--- src/pssr_consts.vh ---
// processor status bank constants: register numbers, field positions, reset values
// assumes inclusion by pssr_bank.v only
`ifndef PSSR_CONSTS_VH
`define PSSR_CONSTS_VH
// register numbers
`define PSSR_REG_TILE_CTRL   8'h02
`define PSSR_REG_BOOT_STATE  8'h03
`define PSSR_REG_SECURITY    8'h05
`define PSSR_REG_OSC_CTRL    8'h06
`define PSSR_REG_OSC_TCELL   8'h07
`define PSSR_REG_OSC_TWIRE   8'h08
`define PSSR_REG_OSC_PCELL   8'h09
`define PSSR_REG_OSC_PWIRE   8'h0a
`define PSSR_REG_MEM_CAP     8'h0c
`define PSSR_REG_DBG_STATUS  8'h10
// resource identifier low byte
`define PSSR_RES_TYPE        8'h0b
// field masks (reserved bits read zero, ignore writes) and reset values
`define PSSR_CTRL_MASK       32'h03ff_ff36
`define PSSR_SEC_MASK        32'h8000_5fb1
`define PSSR_OSC_MASK        32'h0000_0003
`define PSSR_DBG_WMASK       32'h0000_06df
`define PSSR_DBG_MASK        32'h0000_07df
`define PSSR_BOOT_MASK       32'h00ff_013f
`define PSSR_CTRL_RESET      32'h0000_0000
`define PSSR_OSC_RESET       32'h0000_0000
`define PSSR_DBG_RESET       32'h0000_0000
// tile control fields
`define PSSR_TXDLY_HI        25
`define PSSR_TXDLY_LO        18
`define PSSR_TXDIV_HI        17
`define PSSR_TXDIV_LO        9
`define PSSR_RGMII_EN        8
`define PSSR_DIV_DYN         5
`define PSSR_DIV_EN          4
`define PSSR_UTMI_SEL        2
`define PSSR_ULPI_EN         1
// security fields
`define PSSR_SEC_WLOCK       31
`define PSSR_SEC_NODBG       14
`define PSSR_SEC_OTP_ALL     12
`define PSSR_SEC_SECT_HI     11
`define PSSR_SEC_SECT_LO     8
`define PSSR_SEC_REDUND      7
`define PSSR_SEC_OTPBOOT     5
`define PSSR_SEC_NOJCFG      4
`define PSSR_SEC_NOTAP       0
// oscillator control fields
`define PSSR_OSC_CORE_EN     1
`define PSSR_OSC_PERI_EN     0
`endif

--- src/pssr_bank.v ---
// processor status register bank for one tile: control, boot state, security,
// ring oscillators, memory capacity and debug thread-status snapshot
// assumes a single-cycle status read/write port from the core on i_clk, and
// ring oscillator taps arriving asynchronously as levels
//
// Contract
// - eight-bit transmit data delay in pll cycles, resets to zero
// - tx clock high at count equal divider, low at divider shifted right one
// - ethernet peripheral ports enabled only while enable bit set, reset zero
// - dynamic mode divides only while all active threads paused, else always
// - divider enable bit divides pll clock for low power, reset zero
// - usb transceiver uses utmi when select is one, ulpi when zero
// - ulpi support module active only while its control bit set
// - boot state read-only: processor number, flags and pll mode pins; code holds a boot override bit (8) and no pll mode pins
// - once security top bit set, further security writes refused
// - per-sector otp lock field, plus global lock of all sectors
// - security bits block jtag config, jtag debug port, global debug
// - security bit forces boot from otp; another bit enables otp redundancy
// - security register loaded from otp copy
// - core and peripheral oscillators have separate run bits, reset zero
// - four sixteen-bit read-only counts, untouched by system reset
// - counters ordered tile cell, tile wire, peripheral cell, peripheral wire
// - oscillators free-running and asynchronous, usable as random source
// - memory capacity in bytes read-only in upper thirty bits
// - debugger entry captures thread status incl asid, issue, fast, paused
// - snapshot low bits hold kernel, interrupt, event-seq, irq and event enables
`include "pssr_consts.vh"
`timescale 1ns/1ps
`default_nettype none

module pssr_bank #(
	parameter [29:0] MEM_CAP_WORDS = 30'h0001_0000,
	parameter        DIV_W         = 9
) (
	input  wire        i_clk,
	input  wire        i_reset_n,
	// status register port
	input  wire        i_ps_wr,
	input  wire        i_ps_rd,
	input  wire [15:0] i_ps_res_id,
	input  wire [31:0] i_ps_wdata,
	output reg  [31:0] o_ps_rdata,
	output reg         o_ps_rvalid,
	// boot state straps and otp load
	input  wire [7:0]  i_proc_num,
	input  wire [5:0]  i_boot_flags,
	input  wire        i_boot_override,
	input  wire        i_otp_load,
	input  wire [31:0] i_otp_security,
	// thread status capture
	input  wire        i_dbg_enter,
	input  wire [31:0] i_thread_status,
	input  wire        i_all_paused,
	// pll-side tick and ring oscillator taps
	input  wire        i_pll_tick,
	input  wire [3:0]  i_osc_tap,
	// controls to the tile
	output reg  [7:0]  o_tx_data_delay,
	output reg         o_tx_clk,
	output reg         o_rgmii_port_en,
	output reg         o_clk_div_active,
	output reg         o_usb_utmi_sel,
	output reg         o_ulpi_assist_en,
	output reg  [3:0]  o_otp_sector_lock,
	output reg         o_otp_redundancy_en,
	output reg         o_otp_boot_force,
	output reg         o_jtag_cfg_block,
	output reg         o_jtag_tap_block,
	output reg         o_global_dbg_block,
	output reg  [1:0]  o_osc_run
);

	reg  [31:0]      tile_ctrl_ff;
	reg  [31:0]      security_ff;
	reg  [31:0]      osc_ctrl_ff;
	reg  [31:0]      dbg_status_ff;
	reg  [31:0]      boot_state_ff;
	reg              boot_cap_ff;
	reg  [DIV_W-1:0] tx_cnt_ff;
	reg  [3:0]       sync1_ff;
	reg  [3:0]       sync2_ff;
	reg  [3:0]       sync3_ff;
	reg  [3:0]       tap_lvl_ff;
	reg  [15:0]      osc_cnt_ff [0:3];
	reg  [31:0]      nxt_rdata;
	wire [7:0]       reg_num;
	wire             res_ok;
	wire [DIV_W-1:0] tx_div;

	assign reg_num = i_ps_res_id[15:8];
	assign res_ok  = (i_ps_res_id[7:0] == `PSSR_RES_TYPE);
	assign tx_div  = tile_ctrl_ff[`PSSR_TXDIV_HI:`PSSR_TXDIV_LO];

	// decode a write strobe for one register number
	function wr_hit;
		input       wr;
		input       ok;
		input [7:0] num;
		input [7:0] want;
		begin
			wr_hit = wr & ok & (num == want);
		end
	endfunction

	// control and debug registers, masked writes
	always @(posedge i_clk or negedge i_reset_n) begin
		if (!i_reset_n) begin
			tile_ctrl_ff  <= `PSSR_CTRL_RESET;
			osc_ctrl_ff   <= `PSSR_OSC_RESET;
			dbg_status_ff <= `PSSR_DBG_RESET;
		end else begin
			if (wr_hit(i_ps_wr, res_ok, reg_num, `PSSR_REG_TILE_CTRL)) begin
				tile_ctrl_ff <= i_ps_wdata & `PSSR_CTRL_MASK;
			end
			if (wr_hit(i_ps_wr, res_ok, reg_num, `PSSR_REG_OSC_CTRL)) begin
				osc_ctrl_ff <= i_ps_wdata & `PSSR_OSC_MASK;
			end
			// capture wins over a debugger write in the same cycle
			if (i_dbg_enter) begin
				dbg_status_ff <= i_thread_status & `PSSR_DBG_MASK;
			end else if (wr_hit(i_ps_wr, res_ok, reg_num, `PSSR_REG_DBG_STATUS)) begin
				dbg_status_ff <= (dbg_status_ff & ~`PSSR_DBG_WMASK)
					| (i_ps_wdata & `PSSR_DBG_WMASK);
			end
		end
	end

	// security register: otp load, software writes until locked
	always @(posedge i_clk or negedge i_reset_n) begin
		if (!i_reset_n) begin
			security_ff <= 32'h0000_0000;
		end else if (i_otp_load) begin
			security_ff <= i_otp_security & `PSSR_SEC_MASK;
		end else if (wr_hit(i_ps_wr, res_ok, reg_num, `PSSR_REG_SECURITY)
			&& !security_ff[`PSSR_SEC_WLOCK]) begin
			security_ff <= i_ps_wdata & `PSSR_SEC_MASK;
		end
	end

	// boot straps caught once after reset release
	always @(posedge i_clk or negedge i_reset_n) begin
		if (!i_reset_n) begin
			boot_state_ff <= 32'h0000_0000;
			boot_cap_ff   <= 1'b0;
		end else if (!boot_cap_ff) begin
			boot_cap_ff   <= 1'b1;
			boot_state_ff <= {8'h00, i_proc_num, 7'h00, i_boot_override,
				2'b00, i_boot_flags} & `PSSR_BOOT_MASK;
		end
	end

	// tx clock: counter on pll tick, rise at divider, fall at divider>>1
	always @(posedge i_clk or negedge i_reset_n) begin
		if (!i_reset_n) begin
			tx_cnt_ff <= {DIV_W{1'b0}};
			o_tx_clk  <= 1'b0;
		end else if (i_pll_tick) begin
			if (tx_cnt_ff >= tx_div) begin
				tx_cnt_ff <= {DIV_W{1'b0}};
			end else begin
				tx_cnt_ff <= tx_cnt_ff + {{(DIV_W-1){1'b0}}, 1'b1};
			end
			if (tx_cnt_ff == tx_div) begin
				o_tx_clk <= 1'b1;
			end else if (tx_cnt_ff == (tx_div >> 1)) begin
				o_tx_clk <= 1'b0;
			end
		end
	end

	// oscillator taps: three-stage sync, level accepted once second and third agree
	always @(posedge i_clk or negedge i_reset_n) begin
		if (!i_reset_n) begin
			sync1_ff   <= 4'h0;
			sync2_ff   <= 4'h0;
			sync3_ff   <= 4'h0;
			tap_lvl_ff <= 4'h0;
		end else begin
			sync1_ff   <= i_osc_tap;
			sync2_ff   <= sync1_ff;
			sync3_ff   <= sync2_ff;
			// agreeing stages update the level, a disagreement holds it
			tap_lvl_ff <= (sync2_ff & sync3_ff) | (tap_lvl_ff & (sync2_ff | sync3_ff));
		end
	end

	// counters without reset; index order fixes the register mapping
	genvar g;
	generate
		for (g = 0; g < 4; g = g + 1) begin : g_osc
			wire run;
			assign run = (g < 2) ? osc_ctrl_ff[`PSSR_OSC_CORE_EN]
				: osc_ctrl_ff[`PSSR_OSC_PERI_EN];
			// power-up value zero; system reset leaves the count alone
			initial osc_cnt_ff[g] = 16'h0000;
			// count an accepted rising level of the tap
			always @(posedge i_clk) begin
				if (run && sync2_ff[g] && sync3_ff[g] && !tap_lvl_ff[g]) begin
					osc_cnt_ff[g] <= osc_cnt_ff[g] + 16'h0001;
				end
			end
		end
	endgenerate

	// read mux; unmapped numbers and reserved bits read zero
	always @* begin
		nxt_rdata = 32'h0000_0000;
		if (res_ok) begin
			case (reg_num)
				`PSSR_REG_TILE_CTRL:  nxt_rdata = tile_ctrl_ff;
				`PSSR_REG_BOOT_STATE: nxt_rdata = boot_state_ff;
				`PSSR_REG_SECURITY:   nxt_rdata = security_ff;
				`PSSR_REG_OSC_CTRL:   nxt_rdata = osc_ctrl_ff;
				`PSSR_REG_OSC_TCELL:  nxt_rdata = {16'h0000, osc_cnt_ff[0]};
				`PSSR_REG_OSC_TWIRE:  nxt_rdata = {16'h0000, osc_cnt_ff[1]};
				`PSSR_REG_OSC_PCELL:  nxt_rdata = {16'h0000, osc_cnt_ff[2]};
				`PSSR_REG_OSC_PWIRE:  nxt_rdata = {16'h0000, osc_cnt_ff[3]};
				`PSSR_REG_MEM_CAP:    nxt_rdata = {MEM_CAP_WORDS, 2'b00};
				`PSSR_REG_DBG_STATUS: nxt_rdata = dbg_status_ff;
				default:              nxt_rdata = 32'h0000_0000;
			endcase
		end
	end

	// registered read answer, one cycle after the request
	always @(posedge i_clk or negedge i_reset_n) begin
		if (!i_reset_n) begin
			o_ps_rdata  <= 32'h0000_0000;
			o_ps_rvalid <= 1'b0;
		end else begin
			o_ps_rvalid <= i_ps_rd;
			if (i_ps_rd) begin
				o_ps_rdata <= nxt_rdata;
			end
		end
	end

	// control outputs registered from the bank
	always @(posedge i_clk or negedge i_reset_n) begin
		if (!i_reset_n) begin
			o_tx_data_delay     <= 8'h00;
			o_rgmii_port_en     <= 1'b0;
			o_clk_div_active    <= 1'b0;
			o_usb_utmi_sel      <= 1'b0;
			o_ulpi_assist_en    <= 1'b0;
			o_otp_sector_lock   <= 4'h0;
			o_otp_redundancy_en <= 1'b0;
			o_otp_boot_force    <= 1'b0;
			o_jtag_cfg_block    <= 1'b0;
			o_jtag_tap_block    <= 1'b0;
			o_global_dbg_block  <= 1'b0;
			o_osc_run           <= 2'b00;
		end else begin
			o_tx_data_delay  <= tile_ctrl_ff[`PSSR_TXDLY_HI:`PSSR_TXDLY_LO];
			o_rgmii_port_en  <= tile_ctrl_ff[`PSSR_RGMII_EN];
			o_clk_div_active <= tile_ctrl_ff[`PSSR_DIV_EN]
				& (~tile_ctrl_ff[`PSSR_DIV_DYN] | i_all_paused);
			o_usb_utmi_sel   <= tile_ctrl_ff[`PSSR_UTMI_SEL];
			o_ulpi_assist_en <= tile_ctrl_ff[`PSSR_ULPI_EN];
			o_otp_sector_lock <= security_ff[`PSSR_SEC_SECT_HI:`PSSR_SEC_SECT_LO]
				| {4{security_ff[`PSSR_SEC_OTP_ALL]}};
			o_otp_redundancy_en <= security_ff[`PSSR_SEC_REDUND];
			o_otp_boot_force    <= security_ff[`PSSR_SEC_OTPBOOT];
			o_jtag_cfg_block    <= security_ff[`PSSR_SEC_NOJCFG];
			o_jtag_tap_block    <= security_ff[`PSSR_SEC_NOTAP];
			o_global_dbg_block  <= security_ff[`PSSR_SEC_NODBG];
			o_osc_run           <= osc_ctrl_ff[1:0];
		end
	end

endmodule

`default_nettype wire

--- config.mk ---
export PLATFORM = sky130hd
export DESIGN_NAME = pssr_bank
export DESIGN_NICKNAME = d
export VERILOG_FILES = /design/src/pssr_bank.v
export VERILOG_INCLUDE_DIRS = /design/src
export SDC_FILE = /design/constraint.sdc
export NUM_CORES = 1
export LEC_CHECK = 0
export BUFFER_PORTS_ARGS = -buffer_cell sky130_fd_sc_hd__buf_4
export CORE_ASPECT_RATIO = 1.25
export CORE_MARGIN = 1
export CORE_UTILIZATION = 60
export CTS_BUF_LIST = sky130_fd_sc_hd__clkbuf_4
export CTS_CLUSTER_DIAMETER = 200
export DETAILED_ROUTE_END_ITERATION = 16
export GPL_ROUTABILITY_DRIVEN = 0
export GPL_TIMING_DRIVEN = 1
export PLACE_DENSITY = 0.91
export SLEW_MARGIN = 20
export SYNTH_ARGS = -nofsm -noshare
export SYNTH_HDL_FRONTEND = slang
export SYNTH_SLANG_ARGS = --single-unit
--- constraint.sdc ---
create_clock -name i_clk -period 4.1 [get_ports i_clk]
set_input_delay 0.615 -clock i_clk [delete_from_list [all_inputs] [get_ports i_clk]]
set_output_delay 0.615 -clock i_clk [all_outputs]
set_load 0.01 [all_outputs]
Word-level counts from Yosys, hierarchy flattened
Memory sizes are Yosys's and may differ from the RTL's.
Cells that the tools add are included.
{"block": "totals", "latch_bits": 0, "n_memories": 1, "wordCells": 99, "ram_bits": 64, "output_inout_bits": 57, "ff_bits": 186, "inputBits": 139, "mem_bits_ro": 0}
{"block": "op_classes", "add_sub_neg": 5, "eq_ne": 13, "div_mod_pow": 0, "n_bitwise": 14, "reduce_logical": 22, "shift": 0, "n_mux": 17, "magnitude_cmp": 1, "multipliers": 0}
{"memory": "osc_cnt_ff", "words": 4, "word_bits": 16, "read_ports": 4, "rd_ports_with_merged_regs": 0, "write_ports": 4, "line": "pssr_bank.v:84", "text": "reg [15:0] osc_cnt_ff [0:3];"}
{"cell": "$pmux W32 S10", "count": 1}
{"cell": "$mux W32", "count": 5}
{"cell": "$add A16 B1 Y16 const B", "count": 4}
{"cell": "$eq A8 B4 Y1 const B", "count": 5}
{"cell": "$or A32 B11 Y32", "count": 1}
{"cell": "$eq A8 B3 Y1 const B", "count": 3}
{"cell": "$eq A8 B2 Y1 const B", "count": 2}
{"cell": "$logic_and A1 B1 Y1", "count": 13}
{"cell": "$or A4 B4 Y4", "count": 3}
{"cell": "$mux W1", "count": 10}
{"cell": "$add A9 B1 Y9 const B", "count": 1}
{"cell": "$eq A9 B8 Y1", "count": 1}
{"cell": "$eq A9 B9 Y1", "count": 1}
{"cell": "$ge A9 B9 Y1", "count": 1}
{"cell": "$mux W9", "count": 1}
{"cell": "$and A4 B4 Y4", "count": 2}
{"cell": "$eq A8 B5 Y1 const B", "count": 1}
{"cell": "$and A1 B1 Y1", "count": 6}
{"cell": "$reduce_bool A2 Y1", "count": 3}
{"cell": "$logic_not A1 Y1", "count": 5}
{"cell": "$reduce_and A2 Y1", "count": 1}
{"cell": "$not A1 Y1", "count": 1}
{"cell": "$or A1 B1 Y1", "count": 1}

Logic depth before layout (Yosys ltp)
{"block": "depth", "word_depth": 6, "mapped_depth": 8, "ltp_nobuf": 7}

Worst setup path before layout
Ideal clock, no wire load.
{"block": "synth_timing", "path_kind": "in2reg", "start": "in i_ps_res_id[5]", "end": "reg security_ff[10]", "setup_slack_ns": 1.296, "t_required_ns": 3.975, "setup_time_ns": 0.125, "t_arrival_ns": 2.679, "path_buffers": 0, "cell_stages": 5, "path_cell_list": "or4_1 > or3_1 > nor4_4 > mux2_2 > mux2_2"}
{"block": "synth_via", "elab_chain_cells": 5}
{"item": "start, declared", "line": "pssr_bank.v:40", "text": "input wire [15:0] i_ps_res_id,"}
{"item": "$eq A8 B4 Y1 (no source line)"}
{"item": "$and A1 B1 Y1 (2 in series)", "line": "pssr_bank.v:101", "text": "wr_hit = wr & ok & (num == want);"}
{"item": "$logic_and A1 B1 Y1", "line": "pssr_bank.v:134", "text": "end else if (wr_hit(i_ps_wr, res_ok, reg_num, `PSSR_REG_SECURITY)"}
{"item": "$reduce_bool A2 Y1 (no source line)"}
{"item": "end signal, assigned", "line": "pssr_bank.v:133", "text": "security_ff <= i_otp_security & `PSSR_SEC_MASK;"}
{"item": "end signal, assigned", "line": "pssr_bank.v:136", "text": "security_ff <= i_ps_wdata & `PSSR_SEC_MASK;"}
{"item": "end, declared", "line": "pssr_bank.v:74", "text": "reg [31:0] security_ff;"}
Every way passes these cells.
A chain may end at the register's enable or synchronous reset.

Worst setup path after layout
{"block": "layout_timing", "start": "in i_ps_res_id[9]", "end": "reg dbg_status_ff[10]"}
{"block": "layout_via", "elab_chain_cells": 3}
{"item": "$eq A8 B5 Y1", "line": "pssr_bank.v:101"}
{"item": "$and A1 B1 Y1", "line": "pssr_bank.v:101"}
{"item": "$reduce_bool A2 Y1 (no source line)"}
{"item": "end signal, assigned", "line": "pssr_bank.v:110", "text": "dbg_status_ff <= `PSSR_DBG_RESET;"}
{"item": "end signal, assigned", "line": "pssr_bank.v:120", "text": "dbg_status_ff <= i_thread_status & `PSSR_DBG_MASK;"}
{"item": "end signal, assigned", "line": "pssr_bank.v:122", "text": "dbg_status_ff <= (dbg_status_ff & ~`PSSR_DBG_WMASK)"}
{"item": "end, declared", "line": "pssr_bank.v:76", "text": "reg [31:0] dbg_status_ff;"}
Every way passes these cells.

==> qor.log <==
INFO  finish         final_cells=1151
INFO  finish         finish.net_count=1063
INFO  clocking       h_tree_depth=2
INFO  yosys          synth-edff-count=64
INFO  setup_path     cp_max_fo=22
INFO  clocking       insertion_delay=0.66ns
INFO  sta            fin_setup_tns=0ns
INFO  yosys          synth-warning-count=0
INFO  clocking       cts_hold_buf=0
INFO  yosys          netlist_instances=732
INFO  sta            setup_repair_after_global_routing_missed_its_margin=no
INFO  sta            clock_skew=0.0473ns
INFO  yosys          synth.avg_cell_area=12.7squm
INFO  yosys          postSynth.asyncResetShare=68.5%
INFO  finish         multi_input_comb_area=3700squm
INFO  finish         sequential_cell_area=5400squm
INFO  global_route   grt_pass1_wl=37400microns
INFO  hold_path      class_of_the_tightest_hold_or_removal_check=in -> async
INFO  finish         filler_cell_count=1002
INFO  sta            maxSlewHeadroom=37.0%
INFO  global_route   grt_pass1_vias=7128
INFO  clocking       cts_made_buffers=48
INFO  sta            min_period_over_period=58.7%
INFO  drt            routed_via_density=6.04
INFO  finish         syn2layout_area_growth=20.7%
INFO  setup_path     timing.critical_path.max_delay_family=simple AND/OR/NAND/NOR gates
INFO  pwr            p_comb_share=6.1%
INFO  setup_path     worst-setup-path-type=in -> reg
INFO  yosys          netlist_area=9290squm
INFO  yosys          synth_area_leaders=sky130_fd_sc_hd__dfrtp_1, sky130_fd_sc_hd__edfxtp_1, sky130_fd_sc_hd__mux2_2
INFO  setup_path     crit_path_end_kind=flip-flop
INFO  setup_path     critical-path-slowest-cell=sky130_fd_sc_hd__and3_1
INFO  sta            max_freq=0.415GHz
INFO  setup_path     critical_path.n_buffers_inverters=1
INFO  yosys          synth.ff_latch_count=203
INFO  pwr            swShare=23.5%
INFO  setup_path     worst_ep_arrival_time=2.93ns
INFO  pwr            vdd_ir_drop_max=0.000230V
INFO  drt            average_routed_wire_per_standard_cell=20.5microns
INFO  placement      post-dp-hpwl=16700microns
INFO  finish         final_core_utilization=74.4%
INFO  clocking       cts.repair.resized=0
INFO  sta            slew_viol_final=0
INFO  sta            finalSetupViolCount=0
INFO  yosys          synth.largest_area_cell=sky130_fd_sc_hd__dfrtp_1
INFO  finish         post_route_cells_drive_above_1_share=32.4%
INFO  clocking       cts_tree=done
INFO  clocking       clock_tree.root_cell=sky130_fd_sc_hd__clkbuf_4
INFO  pwr            cellPowerDensity=358nW/um^2
INFO  pwr            p_leak=4.83nW
INFO  drt            drt-initial-drc-count=608
INFO  pwr            p_total=4.02mW
INFO  die            placementRows=50
INFO  global_route   total_global_route_track_usage=30.8%
INFO  flow_run       cap_viol_max_count=0
INFO  die            start_util=61.6%
INFO  placement      dpl.cell_count=1068
INFO  status         result_of_the_run=complete, no violations
INFO  drt            routed-via-count=6955
INFO  pwr            sequentialPowerShare=54.2%
INFO  setup_path     first_element_of_the_critical_path=i_ps_res_id[9]
INFO  drt            post_detailed_route_count_of_antenna_violating_nets=0
INFO  clocking       path_clk_slew=0.07ns
INFO  placement      buffer_ports.inserted=147
INFO  pwr            total_switching_power=0.946mW
INFO  die            die_area=16000squm
INFO  setup_path     rr_startpoint=tile_ctrl_ff[13]$_DFFE_PN0P_
INFO  die            core_area=15100squm
INFO  setup_path     worst-endpoint-required=4.63ns
INFO  global_route   globalRouteOverflowTotal=0
INFO  setup_path     path_cells=buf_4 > nor4_1 > and3_1 > and3_1 > mux2i_1 > o21ai_0
INFO  pwr            internal-power=3.07mW
INFO  setup_path     startpoint_type=primary input
INFO  sta            fin_worst_hold_slack=0.0497ns
INFO  yosys          predominant_post_synthesis_flop_cell=sky130_fd_sc_hd__dfrtp_1
INFO  yosys          synth_unique_cells=59
INFO  clocking       numClockSinks=203
INFO  die            die-height=141microns
INFO  yosys          synth_top_cell_area_share=37.5%
INFO  global_route   grt_max_degree=106
INFO  setup_path     largest_stage_delay_on_the_critical_path=0.71ns
INFO  drt            residual_drc=0
INFO  sta            max_slew.worst_pin.slew=0.945ns
INFO  die            dieWidth=113microns
INFO  pwr            clkPwrFrac=39.8%
INFO  clocking       max-clock-path-buffers=3
INFO  setup_path     most_numerous_cell_on_the_critical_path=sky130_fd_sc_hd__and3_1
INFO  drt            drt-total-wl=23600microns
INFO  clocking       cts_post_setup_buffers_inserted=0
INFO  yosys          synth_fp_nets=885
INFO  die            ios=196
INFO  yosys          sequential_fraction_of_the_synthesis_area=58.2%
INFO  sta            hold_violations=0
INFO  global_route   grt_antenna_before_repair=1
INFO  sta            finalWorstPathRequiredPeriod=2.41ns
INFO  drt            first_pass_iters=6
-- placed cells by master, fill, tap and decap left out, types with 24 or more instances in the layout --
master / synthesis / routed
sky130_fd_sc_hd__xor2_1: 24 / 24
sky130_fd_sc_hd__nor2_1: 26 / 25
sky130_fd_sc_hd__o2bb2ai_1: 25 / 25
sky130_fd_sc_hd__edfxtp_1: 64 / 64
sky130_fd_sc_hd__buf_4: 4 / 157
sky130_fd_sc_hd__mux2i_1: 26 / 26
sky130_fd_sc_hd__dfrtp_1: 139 / 139
sky130_fd_sc_hd__xnor2_1: 44 / 44
sky130_fd_sc_hd__nand2_1: 50 / 50
sky130_fd_sc_hd__mux2_2: 60 / 60
sky130_fd_sc_hd__nand3_1: 25 / 25
sky130_fd_sc_hd__clkbuf_4: 0 / 73
-- cell usage after synthesis (all sizes together) (5+ instances only) --
cell type	count
o22ai	5
nor3	7
mux2i	26
nor2b	14
inv	18
o21ai	18
ha	14
edfxtp	64
and4	6
nand4	17
nor2	26
and3	21
a32oi	5
o2bb2ai	25
dfrtp	139
a221o	7
xor2	24
a221oi	8
buf	9
nand3	25
or2	6
xnor2	44
a22oi	10
nand2b	5
clkbuf	21
mux2	63
nand2	50
-- final timing paths --
kind                            slack (ns)                       endpoint  cells after the start
worst max-delay path                  1.69  dbg_status_ff[10]$_DFFE_PN0P_                      6
worst min-delay path                  0.05   o_tx_data_delay[3]$_DFF_PN0_                      1
worst max register to register        2.07       tx_cnt_ff[7]$_DFFE_PN0P_                      7
worst min register to register        0.35          sync2_ff[0]$_DFF_PN0_                      0
max in group asynchronous             3.15    security_ff[10]$_DFFE_PN0P_                      2
min in group i_clk                    0.07          sync1_ff[3]$_DFF_PN0_                      1
-- power groups by stage --
stage | registers [mW] | clock network (mW) | logic [mW]
after floorplan | 2.20 | 0 | 0.100
after global placement | 2.21 | 0 | 0.236
after detailed placement | 2.22 | 0 | 0.244
after CTS | 2.18 | 1.63 | 0.244
after global routing | 2.18 | 1.72 | 0.265
final | 2.18 | 1.60 | 0.244
-- cell families (layout without fill, tap and decap cells) --
logic type               count (synthesis)  count (layout)  synth area share (%)
flip-flops                             203             203                  58.2
XOR/XNOR                                68              68                  6.41
other                                    1               2                0.0404
AND/OR/NAND/NOR                        198             198                  11.6
adder cells (fa/ha/maj)                 18              18                  2.32
multiplexers                            89              89                  10.4
buffers and inverters                   48             258                  2.14
AO/OA/AOI/OAI                          107             107                  8.92
-- metrics by stage --
| stage | worst slack [ns] | instance area, sq um |
|---|---|---|
| 2_1_floorplan | 1.30 | 9290 |
| 3_3_place_gp | 1.17 | 10600 |
| 3_5_place_dp | 1.13 | 10600 |
| 4_1_cts | 1.79 | 11200 |
| 5_1_grt | 1.60 | 11200 |
| 6_report | 1.69 | 11200 |
-- state kept, by name, summed over array words and instances, names as in the netlist, 2 cells and up --
signal and cells:
sync2_ff 4, sync1_ff 4, o_tx_data_delay 8, tap_lvl_ff 4, tx_cnt_ff 9, dbg_status_ff 10
sync3_ff 4, boot_state_ff 15, osc_cnt_ff 64, o_osc_run 2, security_ff 11, tile_ctrl_ff 22
osc_ctrl_ff 2, o_otp_sector_lock 4, o_ps_rdata 28
-- metal layers --
layer / track usage (%) / wire (microns) / share of wire, % / vias up
met4: 14.7 / 970 / 4.1 / 0
met1: 38.0 / 8810 / 37 / 3414
met5: 0 / 0 / 0 / -
li1: - / - / - / 3090
met3: 5.59 / 1880 / 8.0 / 78
met2: 52.3 / 11900 / 50 / 373
-- cell type report --
cell class	instances	area share (%)
antenna	1	0.0223
clock buffer	73	4.89
clock inverter	9	0.424
inverter	18	0.603
multi-input combinational	481	33.0
sequential	203	48.2
tap	208	2.32
timing repair buffer	158	10.6
Power figures use the tool's default switching activity.
